## config.mk

```make
export PLATFORM = sky130hd
export DESIGN_NAME = fses_ctrl
export DESIGN_NICKNAME = d
export VERILOG_FILES = /design/src/fses_pkg.sv /design/src/fses_ctrl.sv
export SDC_FILE = /design/constraint.sdc
export NUM_CORES = 1
export LEC_CHECK = 0
export ABC_AREA = 1
export BUFFER_PORTS_ARGS = -buffer_cell sky130_fd_sc_hd__buf_4
export CORE_UTILIZATION = 30
export CTS_CLUSTER_SIZE = 30
export DETAILED_ROUTE_END_ITERATION = 7
export PLACE_DENSITY = 0.47
export RECOVER_POWER = 100
export SLEW_MARGIN = 20
export SYNTH_ARGS = -nofsm -noshare
export SYNTH_HDL_FRONTEND = slang
export SYNTH_SLANG_ARGS = --single-unit
```

## constraint.sdc

```tcl
create_clock -name clk -period 1.9 [get_ports clk]
set_input_delay 0.095 -clock clk [delete_from_list [all_inputs] [get_ports clk]]
set_output_delay 0.095 -clock clk [all_outputs]
set_load 0.03 [all_outputs]
```

## src/fses_pkg.sv

```systemverilog
package fses_pkg;

  // Bus geometry
  localparam int unsigned ADDR_W = 19;
  localparam int unsigned DATA_W = 16;

  // Unlock and command addresses, word and byte width
  localparam logic [18:0] UNLOCK1_WORD = 19'h00555;
  localparam logic [18:0] UNLOCK2_WORD = 19'h002aa;
  localparam logic [18:0] UNLOCK1_BYTE = 19'h00aaa;
  localparam logic [18:0] UNLOCK2_BYTE = 19'h00555;

  // Command data codes
  localparam logic [7:0] CMD_UNLOCK1   = 8'haa;
  localparam logic [7:0] CMD_UNLOCK2   = 8'h55;
  localparam logic [7:0] CMD_SETUP     = 8'h80;
  localparam logic [7:0] CMD_SECTOR    = 8'h30;
  localparam logic [7:0] CMD_CHIP      = 8'h10;
  localparam logic [7:0] CMD_SUSPEND   = 8'hb0;
  localparam logic [7:0] CMD_RESUME    = 8'h30;
  localparam logic [7:0] CMD_PROGRAM   = 8'ha0;
  localparam logic [7:0] CMD_FAST      = 8'h20;
  localparam logic [7:0] CMD_IDENT     = 8'h90;
  localparam logic [7:0] CMD_FAST_EXIT = 8'h00;
  localparam logic [7:0] CMD_RESET     = 8'hf0;

  // Status bit positions
  localparam int unsigned BIT_POLL   = 7;
  localparam int unsigned BIT_TOGGLE = 6;
  localparam int unsigned BIT_TIMER  = 3;
  localparam int unsigned BIT_SUSTOG = 2;

  // Timing at 25 MHz
  localparam int unsigned CLK_HZ       = 25_000_000;
  localparam int unsigned WINDOW_US    = 50;
  localparam int unsigned SUSPEND_US   = 20;
  // Host spacing must stay under the window: leave margin of 10 us
  localparam int unsigned SPACING_US   = 40;
  localparam int unsigned SPACING_CYC  = SPACING_US * (CLK_HZ / 1_000_000);
  localparam int unsigned SUSPEND_CYC  = SUSPEND_US * (CLK_HZ / 1_000_000);
  // Last phase count of each bus cycle phase (strobe low, strobe high); strobe low lasts 4 clocks
  localparam logic [3:0]  STROBE_LO    = 4'h3;
  localparam logic [3:0]  STROBE_HI    = 4'h3;
  // Clocks that read data spends in the input synchroniser
  localparam logic [3:0]  SYNC_LAT     = 4'h2;

  // User commands
  typedef enum logic [3:0] {
    FSES_OP_READ     = 4'h0,
    FSES_OP_RESET    = 4'h1,
    FSES_OP_PROGRAM  = 4'h2,
    FSES_OP_SECTOR   = 4'h3,
    FSES_OP_CHIP     = 4'h4,
    FSES_OP_SUSPEND  = 4'h5,
    FSES_OP_RESUME   = 4'h6,
    FSES_OP_FAST_IN  = 4'h7,
    FSES_OP_FAST_PGM = 4'h8,
    FSES_OP_FAST_OUT = 4'h9,
    FSES_OP_IDENT    = 4'ha,
    FSES_OP_ADD_SEC  = 4'hb
  } fses_op_t;

  typedef struct packed {
    fses_op_t          op;
    logic [18:0]       addr;
    logic [15:0]       data;
  } fses_req_t;

  // Flash pins the controller drives
  typedef struct packed {
    logic              ce_n;
    logic              we_n;
    logic              oe_n;
    logic [18:0]       addr;
    logic [15:0]       dq_o;
    logic              dq_oe_n;
  } fses_pins_t;

  typedef enum logic [2:0] {
    ST_IDLE  = 3'b000,
    ST_LOAD  = 3'b001,
    ST_LOW   = 3'b011,
    ST_HIGH  = 3'b010,
    ST_RLOW  = 3'b110,
    ST_DONE  = 3'b111
  } fses_st_t;

endpackage : fses_pkg

```

## src/fses_ctrl.sv

```systemverilog
`timescale 1ns/1ns
`default_nettype none
module fses_ctrl
  import fses_pkg::*;
#(
  parameter int unsigned SPACING = SPACING_CYC
) (
  // Clock and reset
  input  wire logic              clk,
  input  wire logic              nrst,
  // User request
  input  wire logic              req_valid,
  input  wire fses_req_t         req,
  input  wire logic              byte_mode,
  output logic                   req_ready,
  // User answer
  output logic                   rsp_valid,
  output logic [DATA_W-1:0]      rsp_data,
  output logic                   window_open,
  output logic                   spacing_late,
  // Flash pins
  output fses_pins_t             pins,
  input  wire logic [DATA_W-1:0] dq_i
);

  // Host budget must close before the device's own window does
  if (SPACING == 0 ||
      SPACING >= WINDOW_US * (CLK_HZ / 1_000_000)) begin : g_spacing_chk
    $error("SPACING must be 1..1249 cycles, under the 50 us window");
  end

  typedef struct packed {
    fses_st_t          st;
    logic [2:0]        idx;
    logic [2:0]        len;
    logic [3:0]        ph;
    logic              rd;
    fses_req_t         cur;
    logic              bmode;
    fses_pins_t        pins;
    logic              rsp_v;
    logic [15:0]       rsp_d;
    logic [15:0]       gap;
    logic              win;
    logic              late;
    logic [15:0]       sync1;
    logic [15:0]       sync2;
    logic              rdy;
  } fses_state_t;

  fses_state_t s_q, s_d;

  // Unlock address for slot 1 or 2 in the current width
  function automatic logic [18:0] unl(input logic second, input logic bm);
    if (bm)
      unl = second ? UNLOCK2_BYTE : UNLOCK1_BYTE;
    else
      unl = second ? UNLOCK2_WORD : UNLOCK1_WORD;
  endfunction : unl

  // Number of bus writes for each command but read, which makes none
  function automatic logic [2:0] op_len(input fses_op_t op);
    case (op)
      FSES_OP_SECTOR, FSES_OP_CHIP:               op_len = 3'h6;
      FSES_OP_PROGRAM:                            op_len = 3'h4;
      FSES_OP_IDENT, FSES_OP_FAST_IN:             op_len = 3'h3;
      FSES_OP_FAST_PGM, FSES_OP_FAST_OUT:         op_len = 3'h2;
      default:                                    op_len = 3'h1;
    endcase
  endfunction : op_len

  // Address and data of write slot i of a command
  function automatic logic [34:0] slot(input fses_req_t r, input logic [2:0] i,
                                       input logic bm);
    logic [18:0] a;
    logic [15:0] d;
    a = 19'h00000;
    d = 16'h0000;
    case (r.op)
      FSES_OP_SECTOR, FSES_OP_CHIP, FSES_OP_PROGRAM, FSES_OP_IDENT,
      FSES_OP_FAST_IN: begin
        case (i)
          3'h0, 3'h3: begin a = unl(1'b0, bm); d = {8'h00, CMD_UNLOCK1}; end
          3'h1, 3'h4: begin a = unl(1'b1, bm); d = {8'h00, CMD_UNLOCK2}; end
          3'h2: begin
            a = unl(1'b0, bm);
            case (r.op)
              FSES_OP_PROGRAM: d = {8'h00, CMD_PROGRAM};
              FSES_OP_IDENT:   d = {8'h00, CMD_IDENT};
              FSES_OP_FAST_IN: d = {8'h00, CMD_FAST};
              default:         d = {8'h00, CMD_SETUP};
            endcase
          end
          default: begin
            if (r.op == FSES_OP_PROGRAM) begin
              a = r.addr;
              d = r.data;
            end else if (r.op == FSES_OP_CHIP) begin
              a = unl(1'b0, bm);
              d = {8'h00, CMD_CHIP};
            end else begin
              a = r.addr;
              d = {8'h00, CMD_SECTOR};
            end
          end
        endcase
        if (r.op == FSES_OP_PROGRAM && i == 3'h3) begin
          a = r.addr;
          d = r.data;
        end
      end
      FSES_OP_FAST_PGM: begin
        a = (i == 3'h0) ? 19'h00000 : r.addr;
        d = (i == 3'h0) ? {8'h00, CMD_PROGRAM} : r.data;
      end
      FSES_OP_FAST_OUT:
        d = (i == 3'h0) ? {8'h00, CMD_IDENT} : {8'h00, CMD_FAST_EXIT};
      FSES_OP_ADD_SEC: begin
        a = r.addr;
        d = {8'h00, CMD_SECTOR};
      end
      FSES_OP_SUSPEND: d = {8'h00, CMD_SUSPEND};
      FSES_OP_RESUME:  d = {8'h00, CMD_RESUME};
      default:         d = {8'h00, CMD_RESET};
    endcase
    slot = {a, d};
  endfunction : slot

  always_comb begin
    logic [34:0] sl;
    s_d = s_q;
    sl = slot(s_q.cur, s_q.idx, s_q.bmode);
    s_d.rsp_v = 1'b0;
    s_d.sync1 = dq_i;
    s_d.sync2 = s_q.sync1;
    if (s_q.gap != 16'h0000)
      s_d.gap = s_q.gap - 16'h0001;
    else
      s_d.win = 1'b0;
    case (s_q.st)
      ST_IDLE: begin
        if (req_valid) begin
          s_d.cur = req;
          s_d.bmode = byte_mode;
          s_d.idx = 3'h0;
          s_d.ph = 4'h0;
          s_d.rd = (req.op == FSES_OP_READ);
          s_d.len = op_len(req.op);
          // Added sector after the host-side spacing budget is flagged
          if (req.op == FSES_OP_ADD_SEC)
            s_d.late = !s_q.win;
          s_d.st = ST_LOAD;
        end
      end
      ST_LOAD: begin
        s_d.pins.ce_n = 1'b0;
        s_d.pins.addr = s_q.rd ? s_q.cur.addr : sl[34:16];
        s_d.pins.dq_o = sl[15:0];
        s_d.pins.dq_oe_n = s_q.rd;
        s_d.ph = 4'h0;
        s_d.st = s_q.rd ? ST_RLOW : ST_LOW;
        if (s_q.rd)
          s_d.pins.oe_n = 1'b0;
        else
          s_d.pins.we_n = 1'b0;
      end
      ST_LOW: begin
        s_d.ph = s_q.ph + 4'h1;
        if (s_q.ph == STROBE_LO) begin
          s_d.pins.we_n = 1'b1;
          s_d.ph = 4'h0;
          s_d.st = ST_HIGH;
        end
      end
      ST_RLOW: begin
        s_d.ph = s_q.ph + 4'h1;
        // Two extra clocks cover the dq synchroniser
        if (s_q.ph == STROBE_LO + SYNC_LAT) begin
          s_d.rsp_d = s_q.sync2;
          s_d.pins.oe_n = 1'b1;
          s_d.pins.ce_n = 1'b1;
          s_d.ph = 4'h0;
          s_d.st = ST_DONE;
        end
      end
      ST_HIGH: begin
        s_d.pins.ce_n = 1'b1;
        s_d.pins.dq_oe_n = 1'b1;
        s_d.ph = s_q.ph + 4'h1;
        if (s_q.ph == STROBE_HI) begin
          s_d.idx = s_q.idx + 3'h1;
          s_d.st = (s_q.idx + 3'h1 == s_q.len) ? ST_DONE : ST_LOAD;
          // Window runs from the end of the strobe-high phase of the final sector write
          if ((s_q.cur.op == FSES_OP_SECTOR || s_q.cur.op == FSES_OP_ADD_SEC)
              && s_q.idx + 3'h1 == s_q.len) begin
            s_d.win = 1'b1;
            s_d.gap = SPACING[15:0];
          end
          if (s_q.cur.op == FSES_OP_SUSPEND || s_q.cur.op == FSES_OP_RESET)
            s_d.win = 1'b0;
        end
      end
      ST_DONE: begin
        s_d.rsp_v = 1'b1;
        s_d.st = ST_IDLE;
      end
      default: s_d.st = ST_IDLE;
    endcase
    // Ready comes from a flop so the user port sees no decode glitch
    s_d.rdy = (s_d.st == ST_IDLE);
  end

  always_ff @(posedge clk) begin
    if (!nrst) begin
      s_q <= '0;
      s_q.st <= ST_IDLE;
      s_q.rdy <= 1'b1;
      s_q.pins <= '{ce_n: 1'b1, we_n: 1'b1, oe_n: 1'b1, addr: 19'h00000,
                    dq_o: 16'h0000, dq_oe_n: 1'b1};
    end else begin
      s_q <= s_d;
    end
  end

  // Ready only in idle: one command at a time
  assign req_ready = s_q.rdy;
  assign rsp_valid = s_q.rsp_v;
  assign rsp_data = s_q.rsp_d;
  assign window_open = s_q.win;
  assign spacing_late = s_q.late;
  assign pins = s_q.pins;

endmodule : fses_ctrl
`default_nettype wire

```

==> Word-level counts from Yosys, hierarchy flattened <==
Cells that the tools add are included.
W data, S select, Z words.
{ "word_totals": {"reg_bits": 161, "latchBits": 0, "mem_bits_rw": 0, "rom_bits": 0, "input_bits": 59, "output_inout_bits": 59, "elab_cells": 139, "memories": 0} }
{ "classes": {"n_addsub": 3, "n_mul": 0, "div_mod_pow": 0, "order_cmp": 0, "eq_ne": 37, "shift": 0, "n_mux": 44, "bitwise_logic": 0, "n_reduce_logical": 32} }
{ "op_table": {"columns": ["op", "count"], "rows": [
  ["$mux W19", 5],
  ["$pmux W16 S5", 1],
  ["$mux W16", 4],
  ["$pmux W19 S3", 1],
  ["$mux W54", 1],
  ["$mux W17", 3],
  ["$pmux W16 S3", 1],
  ["$pmux W19 S2", 1],
  ["$eq A4 B4 Y1 const B", 8],
  ["$eq A4 B3 Y1 const B", 7],
  ["$pmux W8 S3", 1],
  ["$eq A4 B2 Y1 const B", 5],
  ["$pmux W4 S5", 1],
  ["$reduce_bool A16 Y1", 1],
  ["$sub A16 B1 Y16 const B", 1],
  ["$pmux W3 S5", 1],
  ["$eq A3 B2 Y1 const B", 4],
  ["$mux W12", 1],
  ["$mux W3", 4],
  ["$mux W6", 2],
  ["$ne A2 B2 Y1 const B", 6],
  ["$pmux W3 S4", 1],
  ["$reduce_and A3 Y1", 4],
  ["$reduce_or A2 Y1", 6],
  ["24 further kinds", 46]
]} }

==> Logic depth before layout (Yosys ltp) <==
{ "depth": {"word_depth": 7, "mapped_depth": 14, "depth_no_buf": 13} }

==> Worst setup path after synthesis <==
Ideal clock, no wire load.
{ "synth_timing": {"path_type": "register -> register", "start": "reg s_q[155] in the netlist's numbering", "end": "reg s_q[39] in the netlist's numbering", "setup_time_ps": 129, "arrival_time_ps": 1578, "required_time_ps": 1771, "path_slack_ps": 193, "stages_incl_launch_ff": 9, "path_buffers": 0, "path_cell_list": "dfxtp_1 > ha_1 > ha_1 > xor2_1 > nand3_1 > nor2_1 > nand3_1 > nand2_2 > a211oi_1"} }
{ "synth_between": {"elab_chain_len": 6} }
{ "synth_lines": {"columns": ["element", "line", "rtl"], "rows": [
  ["start, declared", "fses_ctrl.sv:51", "fses_state_t s_q, s_d;"],
  ["$add A3 B1 Y3", "fses_ctrl.sv:195", "&& s_q.idx + 3'h1 == s_q.len) begin"],
  ["$eq A3 B3 Y1", "fses_ctrl.sv:195", null],
  ["$logic_and A1 B1 Y1", "fses_ctrl.sv:195", null],
  ["$mux W17", "fses_ctrl.sv:194", "if ((s_q.cur.op == FSES_OP_SECTOR || s_q.cur.op == FSES_OP_ADD_SEC)"],
  ["$mux W17", "fses_ctrl.sv:190", "if (s_q.ph == STROBE_HI) begin"],
  ["$mux W17", "fses_ctrl.sv:140", "case (s_q.st)"]
]} }
No other way between the ends.
A chain may end at the register's enable or synchronous reset.

==> Worst setup path after layout <==
{ "layout_timing": {"start": "reg s_q[155] in the netlist's numbering", "end": "reg pins[31] (netlist name)"} }
{ "layout_between": {"elab_chain_len": 6} }
{ "layout_lines": {"columns": ["element", "line", "rtl"], "rows": [
  ["$eq A3 B2 Y1, or another cell as far along", "fses_ctrl.sv:82, fses_ctrl.sv:107", null],
  ["$reduce_or A3 Y1 (no line) / $reduce_or A2 Y1 (equally long branches)", null, null],
  ["$pmux W19 S2", "fses_ctrl.sv:82", "case (i)"],
  ["$mux W19", "fses_ctrl.sv:107", "if (r.op == FSES_OP_PROGRAM && i == 3'h3) begin"],
  ["$pmux W19 S3 *", "fses_ctrl.sv:79", "case (r.op)"],
  ["$mux W19 *", "fses_ctrl.sv:157", "s_d.pins.addr = s_q.rd ? s_q.cur.addr : sl[34:16];"]
]} }
Mark *: on every way between the ends. The rest lies on a longest branch, timed or not.

==> impl_metrics.ini <==
[logic_synthesis]
synth_area_leaders = dfxtp_1, nand2_1, inv_1
yosysSeqAreaShare_pct = 42.8
synth_cells = 1056
netlist_area_um2 = 7520
synth.most_common_cell = nand2_1
synthTopCellsByCount = nand2_1, dfxtp_1, inv_1, nor2_1, o21ai_0
ys_types = 42
synth_ff_type = dfxtp_1
synth_edf_count = 0
syn_nets = 1124
yosysTopAreaCellShare_pct = 42.8
yosysWarnings = 0
yosysTopAreaCell = dfxtp_1
avgSynthCellArea_um2 = 7.13
async_reset_ff_share_pct = 0
synth_seq_cells = 161

[cells_and_area]
finalNonFillerCells = 1524
num_antenna_cells = 0
nets = 1255
design_area_um2 = 9490
multi_input_area_um2 = 3260
syn2layout_area_growth_pct = 26.1
drive_gt1_share_pct = 15.7
seqCellArea_um2 = 3230
fillers = 2626
utilization_pct = 38.8

[grt]
grt_pass1_wl_mm = 31.8
track_usage_pct = 15.3
grt_max_degree = 48
grt_pass1_vias = 6437
grt-ovfl-total = 0
antenna_found_initial = 0

[critical_path]
worstRegToRegCells = 9
end_kind = flop
cp_max_fo = 7
cp.arrival_ps = 2100
crit_required_ps = 2260
r2r-start = s_q[155]
rrSetupSlack_ps = 160
r2r-end = pins[31]
critical_path_class = reg2reg
crit_path_start_kind = flop

[hold_path]
min_from = req[21]
whs_path_depth = 3
hold_end = s_q[129]
hold_class = in2reg

[pwr]
cellPowerDensity_nw_per_um2 = 1060
ir_worst_vdd_v = 0.000510
p_total_mw = 10.0
p_leak_nw = 4.31

[floorplanning]
dieArea_um2 = 25700
core_um2 = 24500
num_rows = 57
start_util_pct = 30.8
fp.dieW_um = 160
die_y_um = 160
ioPinCount = 118

[placed_design]
placed_cell_area_um2 = 8510
post-place-cells = 1437
dp_hpwl_mm = 13.2
gp_congestion = 0.811
dp_slack_ps = 37.8
portBuffers = 117

[route]
drtPass1Iterations = 5
wirelength_mm = 18.9
vias = 6672
wire_per_inst_um = 12.4
drt.antenna.violating_nets = 0
drtIter0Drc = 387
via_per_inst = 4.38
drc = 0

[outcome]
status = finished, final reports clean

[sta]
fin_crit_sh_pct = 91.5
max_freq_mhz = 575
setup_violations = 0
hold_viol = 0
hold_slack_ps = 12.7
fin_ws_ps = 161
setup_tns_ps = 0
rsz0062_at_grt = false
finalClockSkew_ps = 24.8
slew_violations = 0
tightest_slew_ps = 813
slew-limit-headroom_pct = 45.8
period_needed_ps = 1740

[clock_network]
insertion_delay_ps = 440
cts.sinks = 161
h-tree-depth = 4
clock_path_buffers = 2
cts_tree = yes
root_buffer = clkbuf_16
path_clk_slew_ps = 70
cts_buffers = 17

[run]
max_cap_violations = 0
## sequential cells by signal, indices dropped and copies added, names as in the netlist
signal,flops
pins,39
s_q,86
rsp_valid,1
rsp_data,16
req_ready,1
window_open,1
s_d,16
spacing_late,1
## layout by cell type (no fill, tap or decap), types with 4 or more instances in the layout
master and count:
a21oi_2 6, inv_2 11, nand2_2 13, o21ai_0 95, xor2_1 5, inv_8 5, clkinv_8 6, o21ai_2 6
o21ai_1 8, a31oi_1 7, inv_1 127, a21oi_1 86, nand2_4 5, nand4_1 11, a211oi_1 4, nand3_1 20
clkbuf_16 17, nand2_1 225, clkbuf_1 62, dfxtp_1 159, nor3_1 5, dlygate4sd3_1 52, xnor2_1 4, buf_4 84
nor2_4 5, nor2_1 123, ha_1 6
## where the power goes
group	internal, mW	total, mW	switching [mW]
Clock	1.79	3.46	1.67
Sequential	3.74	4.00	0.258
Combinational	0.957	2.56	1.61
Total	6.49	10.0	3.53
## worst max path at each step
stage	cells after the start	endpoint	start	slack (ps)
2_1_floorplan	8	s_q[39]	s_q[155]	190
3_5_place_dp	11	pins[24]	s_q[156]	40
6_report	9	pins[31]	s_q[155]	160
5_1_grt	13	s_q[50]	s_q[35]	9
4_1_cts	11	pins[24]	s_q[156]	30
3_3_place_gp	9	s_q[39]	s_q[155]	120
## layout make-up
cell class / count / share of cell area, %
Multi-Input combinational cell: 663 / 34.4
Sequential cell: 161 / 34.0
Timing Repair Buffer: 204 / 15.3
Inverter: 140 / 5.58
Clock buffer: 17 / 4.48
Tap cell: 324 / 4.27
Clock inverter: 15 / 1.98
## repair_timing
action                                 in CTS  in global routing
endpoints found under the hold margin      61                  0
setup endpoints to repair                   0                 42
hold buffers                               52                  0
resized for setup                           0                 26
setup buffers                               0                  3
## logic make-up (layout without fill, tap and decap cells)
family	Yosys count	in the layout	share of synthesized area [%]
xor+xnor	10	10	1.16
simple gates	425	425	24.2
buf+inv	232	376	14.6
compound gates	219	219	15.7
flops	161	161	42.8
fa+ha+maj	9	9	1.50
## worst max-delay path, cell delays in order, from the launching register on
cell and delay, ps:
dfxtp_2 350, inv_1 70, ha_2 220, o21ai_2 280
nand2_1 160, nand2_4 100, nand3_1 120, nand3b_4 180
nand2_1 90, a21oi_2 110
## per-layer routing
layer  vias to the layer above  track usage (%)  routed length (um)
li1                       3544                -                   -
met1                      2985             20.8                9670
met2                       132             24.0                8260
met3                        11             3.46                 842
met4                         0             4.50                 159
met5                         -                0                   0
Power figures use the tool's default switching activity.
